$ cat config.mk
export PLATFORM = sky130hd
export DESIGN_NAME = comp_ctrl
export DESIGN_NICKNAME = d
export VERILOG_FILES = /design/src/inc/comp_pkg.sv /design/src/hdl/comp_ctrl.sv /design/src/hdl/comp_sync.sv /design/src/hdl/comp_edge.sv
export SDC_FILE = /design/constraint.sdc
export NUM_CORES = 1
export LEC_CHECK = 0
export BUFFER_PORTS_ARGS = -buffer_cell sky130_fd_sc_hd__buf_2
export CAP_MARGIN = 20
export CORE_MARGIN = 4
export CORE_UTILIZATION = 45
export CTS_CLUSTER_DIAMETER = 40
export DETAILED_ROUTE_END_ITERATION = 10
export GPL_TIMING_DRIVEN = 1
export HOLD_SLACK_MARGIN = 0.08
export PLACE_DENSITY_LB_ADDON = 0.15
export SKIP_LAST_GASP = 1
export SYNTH_ARGS = -nofsm -noshare
export SYNTH_HDL_FRONTEND = slang
export SYNTH_SLANG_ARGS = --single-unit
$ cat constraint.sdc
create_clock -name core_clk -period 1.7 [get_ports core_clk]
set_clock_uncertainty 0.2 [all_clocks]
set_input_delay 0.255 -clock core_clk [delete_from_list [all_inputs] [get_ports core_clk]]
set_output_delay 0.255 -clock core_clk [all_outputs]
set_load 0.02 [all_outputs]
$ cat src/inc/comp_pkg.sv
// Shared constants and types for the comparator control block
package comp_pkg;

  // Register map, byte addresses on the AXI4-Lite port
  localparam int unsigned REG_ADDR_W        = 8;
  localparam logic [7:0]  CSR_OFFSET        = 8'h00;
  localparam logic [7:0]  IRQ_STATUS_OFFSET = 8'h04;
  localparam logic [7:0]  IRQ_CLEAR_OFFSET  = 8'h08;
  localparam logic [7:0]  IRQ_ENABLE_OFFSET = 8'h0c;
  localparam logic [7:0]  SYSOPT_OFFSET     = 8'h10;

  // Status and control field positions
  localparam int unsigned ENABLE_POS   = 7;
  localparam int unsigned REF_SEL_POS  = 6;
  localparam int unsigned FLAG_POS     = 5;
  localparam int unsigned IRQ_EN_POS   = 4;
  localparam int unsigned RESULT_POS   = 3;
  localparam int unsigned OUT_EN_POS   = 2;
  localparam int unsigned EDGE_SEL_LSB = 0;
  localparam int unsigned ROUTE_POS    = 0;

  // Sticky interrupt status layout
  localparam int unsigned IRQ_W         = 2;
  localparam int unsigned IRQ_EVENT_BIT = 0;
  localparam int unsigned IRQ_WAKE_BIT  = 1;

  // Reset values
  localparam logic [7:0]       CSR_RESET    = 8'h00;
  localparam logic [IRQ_W-1:0] IRQ_RESET    = 2'h0;
  localparam logic             SYSOPT_RESET = 1'b0;

  // Input synchroniser depth
  localparam int unsigned SYNC_STAGES = 3;

  // Bus responses
  localparam logic [1:0] RESP_OKAY   = 2'h0;
  localparam logic [1:0] RESP_SLVERR = 2'h2;

  // Edge selection encodings
  localparam logic [1:0] EDGE_FALL_A = 2'h0;
  localparam logic [1:0] EDGE_RISE   = 2'h1;
  localparam logic [1:0] EDGE_FALL_B = 2'h2;
  localparam logic [1:0] EDGE_BOTH   = 2'h3;

  // Power state reported by the power manager
  typedef enum logic [1:0] {MODE_RUN, MODE_LIGHT_STOP, MODE_DEEP_STOP} power_mode_t;

  // Register selected by an address
  typedef enum logic [2:0] {SEL_CSR, SEL_STATUS, SEL_CLEAR, SEL_ENABLE, SEL_SYSOPT, SEL_NONE} reg_sel_t;

  // Status and control register image
  typedef struct packed {
    logic       enable;
    logic       ref_select;
    logic       flag;
    logic       irq_enable;
    logic       result;
    logic       out_pin_enable;
    logic [1:0] edge_select;
  } csr_t;

  // Controls towards the analog core
  typedef struct packed {
    logic power_on;
    logic ref_select;
  } core_ctrl_t;

  // Output pin level and enable
  typedef struct packed {
    logic level;
    logic oe;
  } pin_out_t;

endpackage

$ cat src/hdl/comp_ctrl.sv
// Comparator control and status block with AXI4-Lite register port
`timescale 1ns/1ps
`default_nettype none
module comp_ctrl (
  // Clock and reset
  input  wire logic                                core_clk,
  input  wire logic                                rst_b,
  // AXI4-Lite write address
  input  wire logic [comp_pkg::REG_ADDR_W-1:0]     awaddr,
  input  wire logic                                awvalid,
  output logic                                     awready,
  // AXI4-Lite write data
  input  wire logic [31:0]                         wdata,
  input  wire logic [3:0]                          wstrb,
  input  wire logic                                wvalid,
  output logic                                     wready,
  // AXI4-Lite write response
  output logic [1:0]                               bresp,
  output logic                                     bvalid,
  input  wire logic                                bready,
  // AXI4-Lite read address
  input  wire logic [comp_pkg::REG_ADDR_W-1:0]     araddr,
  input  wire logic                                arvalid,
  output logic                                     arready,
  // AXI4-Lite read data
  output logic [31:0]                              rdata,
  output logic [1:0]                               rresp,
  output logic                                     rvalid,
  input  wire logic                                rready,
  // Analog comparator core
  input  wire logic                                comp_raw,
  output var comp_pkg::core_ctrl_t                 core_ctrl,
  // Comparator output pin
  output var comp_pkg::pin_out_t                   comparator_out_pin,
  // Power manager state
  input  wire comp_pkg::power_mode_t               power_mode,
  // Timer capture routing
  output logic                                     capture_ch0,
  output logic                                     capture_pin_blocked,
  // Interrupt request
  output logic                                     irq
);
  import comp_pkg::*;

  // Address decode shared by read and write paths
  function automatic reg_sel_t decode(input logic [REG_ADDR_W-1:0] addr);
    if (addr[REG_ADDR_W-1:2] == CSR_OFFSET[REG_ADDR_W-1:2]) begin
      decode = SEL_CSR;
    end else if (addr[REG_ADDR_W-1:2] == IRQ_STATUS_OFFSET[REG_ADDR_W-1:2]) begin
      decode = SEL_STATUS;
    end else if (addr[REG_ADDR_W-1:2] == IRQ_CLEAR_OFFSET[REG_ADDR_W-1:2]) begin
      decode = SEL_CLEAR;
    end else if (addr[REG_ADDR_W-1:2] == IRQ_ENABLE_OFFSET[REG_ADDR_W-1:2]) begin
      decode = SEL_ENABLE;
    end else if (addr[REG_ADDR_W-1:2] == SYSOPT_OFFSET[REG_ADDR_W-1:2]) begin
      decode = SEL_SYSOPT;
    end else begin
      decode = SEL_NONE;
    end
  endfunction

  // Control state
  logic                  enable;
  logic                  ref_sel;
  logic                  flag;
  logic                  irq_en;
  logic                  out_en;
  logic [1:0]            edge_sel;
  logic                  route;
  logic [IRQ_W-1:0]      irq_status;
  logic [IRQ_W-1:0]      irq_mask;
  power_mode_t           mode_prev;

  // Bus holding state
  logic                  aw_held;
  logic                  w_held;
  logic [REG_ADDR_W-1:0] aw_addr;
  logic [7:0]            w_byte;
  logic                  w_lane0;

  // Comparator path
  logic                  settled;
  logic                  compare_event;

  // Bus handshakes
  wire logic aw_take     = awvalid & awready;
  wire logic w_take      = wvalid & wready;
  wire logic ar_take     = arvalid & arready;
  wire logic write_fire  = aw_held & w_held & ~bvalid;
  wire logic next_aw_held = (aw_held | aw_take) & ~write_fire;
  wire logic next_w_held  = (w_held | w_take) & ~write_fire;
  wire logic next_bvalid  = write_fire | (bvalid & ~bready);
  wire logic next_rvalid  = ar_take | (rvalid & ~rready);

  // Write and read decode
  wire reg_sel_t wr_sel   = decode(aw_addr);
  wire reg_sel_t rd_sel   = decode(araddr);
  wire logic     csr_wr   = write_fire & w_lane0 & (wr_sel == SEL_CSR);
  wire logic     clr_wr   = write_fire & w_lane0 & (wr_sel == SEL_CLEAR);
  wire logic     mask_wr  = write_fire & w_lane0 & (wr_sel == SEL_ENABLE);
  wire logic     route_wr = write_fire & w_lane0 & (wr_sel == SEL_SYSOPT);

  // any stop mode silences the comparator
  wire logic stopped   = (power_mode != MODE_RUN);
  wire logic eff_en    = enable & ~stopped;
  // leaving deep stop restores the control register's reset state
  wire logic deep_wake = (mode_prev == MODE_DEEP_STOP) & (power_mode != MODE_DEEP_STOP);

  // result forced low while disabled; high means plus above minus
  wire logic live_result = eff_en & settled;

  // one 8-bit register holds the comparator control and status bits; interrupt status, mask and route sit elsewhere
  wire csr_t csr_view = '{enable: enable, ref_select: ref_sel, flag: flag, irq_enable: irq_en,
                          result: live_result, out_pin_enable: out_en, edge_select: edge_sel};

  // Read data mux, registers sit in the low bits
  wire logic [31:0] read_word =
    (rd_sel == SEL_CSR)    ? {24'h000000, csr_view} :
    (rd_sel == SEL_STATUS) ? {{(32 - IRQ_W){1'b0}}, irq_status} :
    (rd_sel == SEL_ENABLE) ? {{(32 - IRQ_W){1'b0}}, irq_mask} :
    (rd_sel == SEL_SYSOPT) ? {31'h00000000, route} : 32'h00000000;

  wire logic next_flag = compare_event | (flag & ~(csr_wr & w_byte[FLAG_POS]));

  // Sticky events; a new event beats a same-cycle clear
  wire logic [IRQ_W-1:0] events     = {deep_wake, compare_event};
  wire logic [IRQ_W-1:0] clear_mask = clr_wr ? w_byte[IRQ_W-1:0] : {IRQ_W{1'b0}};
  wire logic [IRQ_W-1:0] next_status = (irq_status & ~clear_mask) | events;

  // compare interrupt needs its own enable bit; with it set, the flag alone or the masked event bit raises it
  wire logic next_irq = (irq_en & (flag | (irq_status[IRQ_EVENT_BIT] & irq_mask[IRQ_EVENT_BIT])))
                      | (irq_status[IRQ_WAKE_BIT] & irq_mask[IRQ_WAKE_BIT]);

  // settle the raw comparator level first
  comp_sync #(
    .STAGES (SYNC_STAGES)
  ) u_sync (
    .core_clk (core_clk),
    .rst_b    (rst_b),
    .async_in (comp_raw),
    .settled  (settled)
  );

  // edge events only while running and enabled
  comp_edge u_edge (
    .core_clk    (core_clk),
    .rst_b       (rst_b),
    .level       (settled),
    .armed       (eff_en),
    .edge_select (edge_sel),
    .hit         (compare_event)
  );

  // Write channel capture; address and data may arrive in either order
  always_ff @(posedge core_clk) begin
    if (!rst_b) begin
      aw_held <= 1'b0;
      w_held  <= 1'b0;
      awready <= 1'b0;
      wready  <= 1'b0;
      aw_addr <= '0;
      w_byte  <= 8'h00;
      w_lane0 <= 1'b0;
    end else begin
      aw_held <= next_aw_held;
      w_held  <= next_w_held;
      awready <= ~next_aw_held & ~next_bvalid;
      wready  <= ~next_w_held & ~next_bvalid;
      if (aw_take) begin
        aw_addr <= awaddr;
      end
      if (w_take) begin
        w_byte  <= wdata[7:0];
        w_lane0 <= wstrb[0];
      end
    end
  end

  // Write response; unmapped words answer with a slave error
  always_ff @(posedge core_clk) begin
    if (!rst_b) begin
      bvalid <= 1'b0;
      bresp  <= RESP_OKAY;
    end else begin
      bvalid <= next_bvalid;
      if (write_fire) begin
        bresp <= (wr_sel == SEL_NONE) ? RESP_SLVERR : RESP_OKAY;
      end
    end
  end

  // read data captured at the edge the address is taken
  always_ff @(posedge core_clk) begin
    if (!rst_b) begin
      arready <= 1'b0;
      rvalid  <= 1'b0;
      rdata   <= 32'h00000000;
      rresp   <= RESP_OKAY;
    end else begin
      arready <= ~next_rvalid;
      rvalid  <= next_rvalid;
      if (ar_take) begin
        rdata <= read_word;
        rresp <= (rd_sel == SEL_NONE) ? RESP_SLVERR : RESP_OKAY;
      end
    end
  end

  // reset and deep wake clear the control register
  always_ff @(posedge core_clk) begin
    if (!rst_b || deep_wake) begin
      enable   <= CSR_RESET[ENABLE_POS];
      ref_sel  <= CSR_RESET[REF_SEL_POS];
      irq_en   <= CSR_RESET[IRQ_EN_POS];
      out_en   <= CSR_RESET[OUT_EN_POS];
      edge_sel <= CSR_RESET[EDGE_SEL_LSB +: 2];
      flag     <= CSR_RESET[FLAG_POS];
    end else begin
      if (csr_wr) begin
        enable   <= w_byte[ENABLE_POS];
        ref_sel  <= w_byte[REF_SEL_POS];
        irq_en   <= w_byte[IRQ_EN_POS];
        out_en   <= w_byte[OUT_EN_POS];
        edge_sel <= w_byte[EDGE_SEL_LSB +: 2];
      end
      flag <= next_flag;
    end
  end

  // Interrupt registers and route option, kept across deep stop
  always_ff @(posedge core_clk) begin
    if (!rst_b) begin
      irq_status <= IRQ_RESET;
      irq_mask   <= IRQ_RESET;
      route      <= SYSOPT_RESET;
      mode_prev  <= MODE_RUN;
      irq        <= 1'b0;
    end else begin
      irq_status <= next_status;
      if (mask_wr) begin
        irq_mask <= w_byte[IRQ_W-1:0];
      end
      if (route_wr) begin
        route <= w_byte[ROUTE_POS];
      end
      mode_prev <= power_mode;
      irq       <= next_irq;
    end
  end

  // Registered outputs towards core, pin and timer
  always_ff @(posedge core_clk) begin
    if (!rst_b) begin
      core_ctrl           <= '0;
      comparator_out_pin  <= '0;
      capture_ch0         <= 1'b0;
      capture_pin_blocked <= 1'b0;
    end else begin
      core_ctrl.power_on   <= eff_en;
      core_ctrl.ref_select <= ref_sel;
      // pin shows the result only when enabled
      comparator_out_pin.level <= out_en & live_result;
      comparator_out_pin.oe    <= out_en;
      // capture channel fed from the comparator
      capture_ch0         <= route & live_result;
      capture_pin_blocked <= route;
    end
  end
endmodule // comp_ctrl
`default_nettype wire

$ cat src/hdl/comp_sync.sv
// Three-stage synchroniser with agreement filter for the comparator output
`timescale 1ns/1ps
`default_nettype none
module comp_sync #(
  parameter int unsigned STAGES = comp_pkg::SYNC_STAGES
) (
  // Clock and reset
  input  wire logic core_clk,
  input  wire logic rst_b,
  // Raw level and settled copy
  input  wire logic async_in,
  output logic      settled
);
  import comp_pkg::*;

  logic [STAGES-1:0] chain;

  always_ff @(posedge core_clk) begin
    if (!rst_b) begin
      chain   <= '0;
      settled <= 1'b0;
    end else begin
      chain <= {chain[STAGES-2:0], async_in};
      // Only take a level once the last two stages agree
      if (chain[STAGES-1] == chain[STAGES-2]) begin
        settled <= chain[STAGES-1];
      end
    end
  end
endmodule // comp_sync
`default_nettype wire

$ cat src/hdl/comp_edge.sv
// Edge detector that raises a compare event on the selected edge
`timescale 1ns/1ps
`default_nettype none
module comp_edge (
  // Clock and reset
  input  wire logic       core_clk,
  input  wire logic       rst_b,
  // Level, arming and edge choice
  input  wire logic       level,
  input  wire logic       armed,
  input  wire logic [1:0] edge_select,
  // One-cycle event
  output logic            hit
);
  import comp_pkg::*;

  logic prev;
  logic was_armed;

  function automatic logic edge_hit(input logic old_lvl, input logic new_lvl, input logic [1:0] sel);
    logic rise;
    logic fall;
    rise = ~old_lvl & new_lvl;
    fall = old_lvl & ~new_lvl;
    unique case (sel)
      EDGE_FALL_A: edge_hit = fall;
      EDGE_RISE:   edge_hit = rise;
      EDGE_FALL_B: edge_hit = fall;
      EDGE_BOTH:   edge_hit = rise | fall;
    endcase
  endfunction

  // History; arming delay keeps an enable from looking like an edge
  always_ff @(posedge core_clk) begin
    if (!rst_b) begin
      prev      <= 1'b0;
      was_armed <= 1'b0;
    end else begin
      prev      <= level;
      was_armed <= armed;
    end
  end

  assign hit = armed & was_armed & edge_hit(prev, level, edge_select);

endmodule // comp_edge
`default_nettype wire

==> metrics.sh <==
RUN_STATUS='completed'
SYNTHARSTFLOPSHARE=0
WORST_R2R_ENDPOINT='route'
ACHIEVABLE_FREQ_MHz=625.2
CRITICAL_PATH.STARTPOINT_TYPE='flop'
TIMING.CRITICAL_PATH.FROM='aw_addr[5]'
MULTI_INPUT_COMB_AREA_UM2=1102
HOLD_START='araddr[6]'
CLOCK-ROOT-BUFFER='sky130_fd_sc_hd__clkbuf_8'
TOP_LEVEL_PORTS=110
FIRST_PASS_ITERS=4
CLOCK_SINKS=57
WORST-SETUP-PATH-TYPE='flop to flop'
DIE_AREA_UM2=6562
LEAKAGE_uW=0.001385
DRIVE_ABOVE_1_SHARE=0.2371
FINALNONFILLERCELLS=420
WORST_MIN_PATH_CLASS='input pin to flop'
DR_TOTAL_VIAS=1915
FINISH.INSTANCE_AREA_UM2=3131
CRIT_CHAIN='nor3_2, nand3_2, nor4b_2, mux2i_1'
MAXCAPVIOLCOUNT=0
SYNTH_SEQUENTIAL_AREA_RATIO=0.4757
GRT_ANTENNA_BEFORE_REPAIR=0
SYNTH_LARGEST_AREA_CELL='sky130_fd_sc_hd__dfxtp_1'
INITIAL_UTILIZATION=0.4667
SYNTH_TOP_AREA_SHARE=0.4757
TOTAL_POWER_uW=2794
WIRE_LENGTH_OF_THE_FIRST_GLOBAL_ROUTING_PASS_UM=8031
VIAS_PER_CELL=4.560
REG2REG_SETUP_SLACK_NS=0.10
CLOCK_PATH_BUFFERS=2
SYNTHESIS.YOSYS.WARNINGS=0
HTREEDEPTH=3
ROUTE.ANTENNA.REMAINING_NETS=0
FP.COREAREA_UM2=5140
SETUP_VIOL_COUNT_FINAL=0
PORT_BUFFERS=51
CP_DATA_ARRIVAL_TIME_NS=1.65
PERIOD_MINUS_SLACK_NS=1.600
REGAREA_UM2=1142
SYNTH_TOP_FLOP_CELL='sky130_fd_sc_hd__dfxtp_1'
SYNTHESIS.AREA_UM2=2399
POST-ROUTE-PERIOD-UTIL=0.9409
GLOBALPLACE.CONGESTION=0.7432
POST_LAYOUT_UTIL=0.6091
POST-PLACE-CELLS=377
GRT_SETUP_UNREPAIRED='true'
GRT_REMAINING_OVERFLOW=0
TIMING.REG2REG.WORST_PATH_DEPTH=4
SYNTHTOLAYOUTAREAGROWTH_PCT=30.52
CP.BUFFERS_INVERTERS=0
NUMCTSBUFFERS=9
SYNTH.MOST_COMMON_CELL='sky130_fd_sc_hd__dfxtp_1'
END_OF_THE_WORST_HOLD_PATH='rresp[1]'
CLK_LATENCY_NS=0.32
POST_SYNTH_MOST_FREQUENT_CELLS='57 x sky130_fd_sc_hd__dfxtp_1, 35 x sky130_fd_sc_hd__nand2_1, 28 x sky130_fd_sc_hd__buf_4, 19 x sky130_fd_sc_hd__a21boi_0, 11 x sky130_fd_sc_hd__and2_1'
GRT_TOTAL_USAGE=0.1605
GRT_PASS1_VIAS=1754
CLKSLEWWORSTSETUPHOLDPATHS_NS=0.06
DETAILEDPLACEMENTHPWL_UM=3414
INSERTEDDIODECOUNT=0
YS_SEQ_ELEMENTS=57
WORST_SETUP_PATH_END_KIND='flop'
CRITICAL-PATH-MAX-STAGE-DELAY_NS=0.34
FINAL_HOLD_VIOL_COUNT=0
CTS_TREE='yes'
CP_MAX_FO=4
DRTITER0DRC=57
SYN-INSTANCE-COUNT=256
YS_TOP_CELLS_BY_AREA='sky130_fd_sc_hd__dfxtp_1 48%, sky130_fd_sc_hd__buf_4 8.8%, sky130_fd_sc_hd__a21boi_0 5.9%'
POST_DRT_WL_PER_CELL_UM=11.65
MAXSLEWVIOLCOUNT=0
FINALHOLDWORSTSLACK_NS=0.07341
CRITICAL-PATH-TOP-DELAY-FAMILY='simple AND/OR/NAND/NOR gates'
CP.REQUIRED_NS=1.75
NETLIST-CELL-TYPE-COUNT=37
IR_DROP_mV=0.5338
CHIPWIDTH_UM=81.01
GRT_START_MAX_NET_PINS=19
NNETSFINAL=409
SLOWEST_STAGE='sky130_fd_sc_hd__nor3_2'
STD_CELL_ROWS=26
FILLER_CELL_COUNT=479
ROUTED_WIRELENGTH_UM=4894
REMAINING_DRC_ERRORS=0
NUMBER_OF_ENABLE_TYPE_REGISTER_CELLS_IN_THE_SYNTHESIZED_NETLIST=0
MIN_PATH_CELLS=3
PLACEDINSTANCEAREA_UM2=2675
DIEHEIGHT_UM=81.01
AVGSYNTHCELLAREA_UM2=9.369
WORST_R2R_STARTPOINT='aw_addr[5]'
POWER.DENSITY_nW_PER_UM2=892.6
[report_power, final]
part / switching (µW) / internal (µW) / total [µW]
combinational: 169 / 127 / 296
clock: 487 / 607 / 1090
sequential: 27.7 / 1380 / 1400
total: 684 / 2110 / 2790
[sequential cells by signal, summed over array words and instances (netlist names), 2 cells and up]
signal	flops
rdata	8
w_byte	7
aw_addr	6
u_sync.chain	3
comparator_out_pin	2
core_ctrl	2
edge_sel	2
irq_mask	2
irq_status	2
mode_prev	2
[routing by layer]
layer | vias to the layer above | GRT usage | share of wire | wire [µm]
li1 | 999 | - | - | -
met4 | 0 | 0.06588 | 0.011 | 53
met2 | 58 | 0.2545 | 0.46 | 2231
met1 | 850 | 0.2000 | 0.46 | 2269
met3 | 8 | 0.05322 | 0.069 | 340
met5 | - | 0 | 0 | 0
[layout make-up]
class | count | share of cell area
Multi-Input combinational cell | 184 | 0.3521
Clock inverter | 2 | 0.003997
Timing Repair Buffer | 89 | 0.1942
Clock buffer | 14 | 0.05196
Tap cell | 70 | 0.02798
Sequential cell | 57 | 0.3649
Inverter | 4 | 0.004796
[stage by stage]
stage | worst slack, ns | TNS, ns
2_1_floorplan | 0.1827 | 0
3_3_place_gp | 0.1275 | 0
3_5_place_dp | 0.1118 | 0
4_1_cts | 0.08480 | 0
5_1_grt | -0.01517 | -0.01517
6_report | 0.1004 | 0
[timing repair]
action	in CTS	in global routing
gates resized for setup	0	2
hold buffers	28	0
setup buffers	0	0
endpoints found under the setup margin	0	4
endpoints found under the hold margin	23	0
[layout by cell type (no fill, tap or decap), types with 2 or more instances in the layout]
cell type / Yosys / layout
sky130_fd_sc_hd__and3_1: 6 / 6
sky130_fd_sc_hd__nand2b_1: 4 / 4
sky130_fd_sc_hd__a32oi_1: 2 / 2
sky130_fd_sc_hd__dfxtp_1: 57 / 56
sky130_fd_sc_hd__ha_1: 2 / 2
sky130_fd_sc_hd__a22oi_1: 7 / 7
sky130_fd_sc_hd__a31oi_1: 3 / 3
sky130_fd_sc_hd__buf_2: 2 / 51
sky130_fd_sc_hd__o21ai_0: 10 / 10
sky130_fd_sc_hd__nor2_1: 10 / 10
sky130_fd_sc_hd__clkbuf_8: 0 / 11
sky130_fd_sc_hd__nor2b_1: 8 / 8
sky130_fd_sc_hd__and2_1: 11 / 11
sky130_fd_sc_hd__dlygate4sd3_1: 0 / 27
sky130_fd_sc_hd__conb_1: 1 / 26
sky130_fd_sc_hd__nand3_1: 8 / 8
sky130_fd_sc_hd__a21boi_0: 19 / 19
sky130_fd_sc_hd__nand4bb_1: 2 / 2
sky130_fd_sc_hd__mux2i_1: 9 / 9
sky130_fd_sc_hd__nand3b_1: 3 / 3
sky130_fd_sc_hd__nand2_1: 35 / 35
sky130_fd_sc_hd__nor3_1: 2 / 2
sky130_fd_sc_hd__clkbuf_1: 6 / 3
sky130_fd_sc_hd__nor3_2: 2 / 2
sky130_fd_sc_hd__buf_4: 28 / 11
sky130_fd_sc_hd__a21oi_1: 3 / 3
sky130_fd_sc_hd__inv_1: 4 / 4
[tightest hold or removal path: cells and delay by family]
family                 cells  cell delay (ns)
buffers and inverters      1             0.09
AND/OR/NAND/NOR            1             0.05
AO/OA/AOI/OAI              1             0.15
[logic make-up after synthesis]
logic type	after synthesis	share of synthesized area
flops	57	0.4757
compound gates	48	0.1377
mux	10	0.04225
simple gates	98	0.2248
fa+ha+maj	2	0.01043
other cells	1	0.001563
buf+inv	40	0.1075
[worst max path at each step]
stage	to	cells after the start
floorplan	flag	4
detailed placement	flag	4
global placement	flag	4
global route	route	4
finish	route	4
CTS	rresp[1]	5
Power figures use the tool's default switching activity.
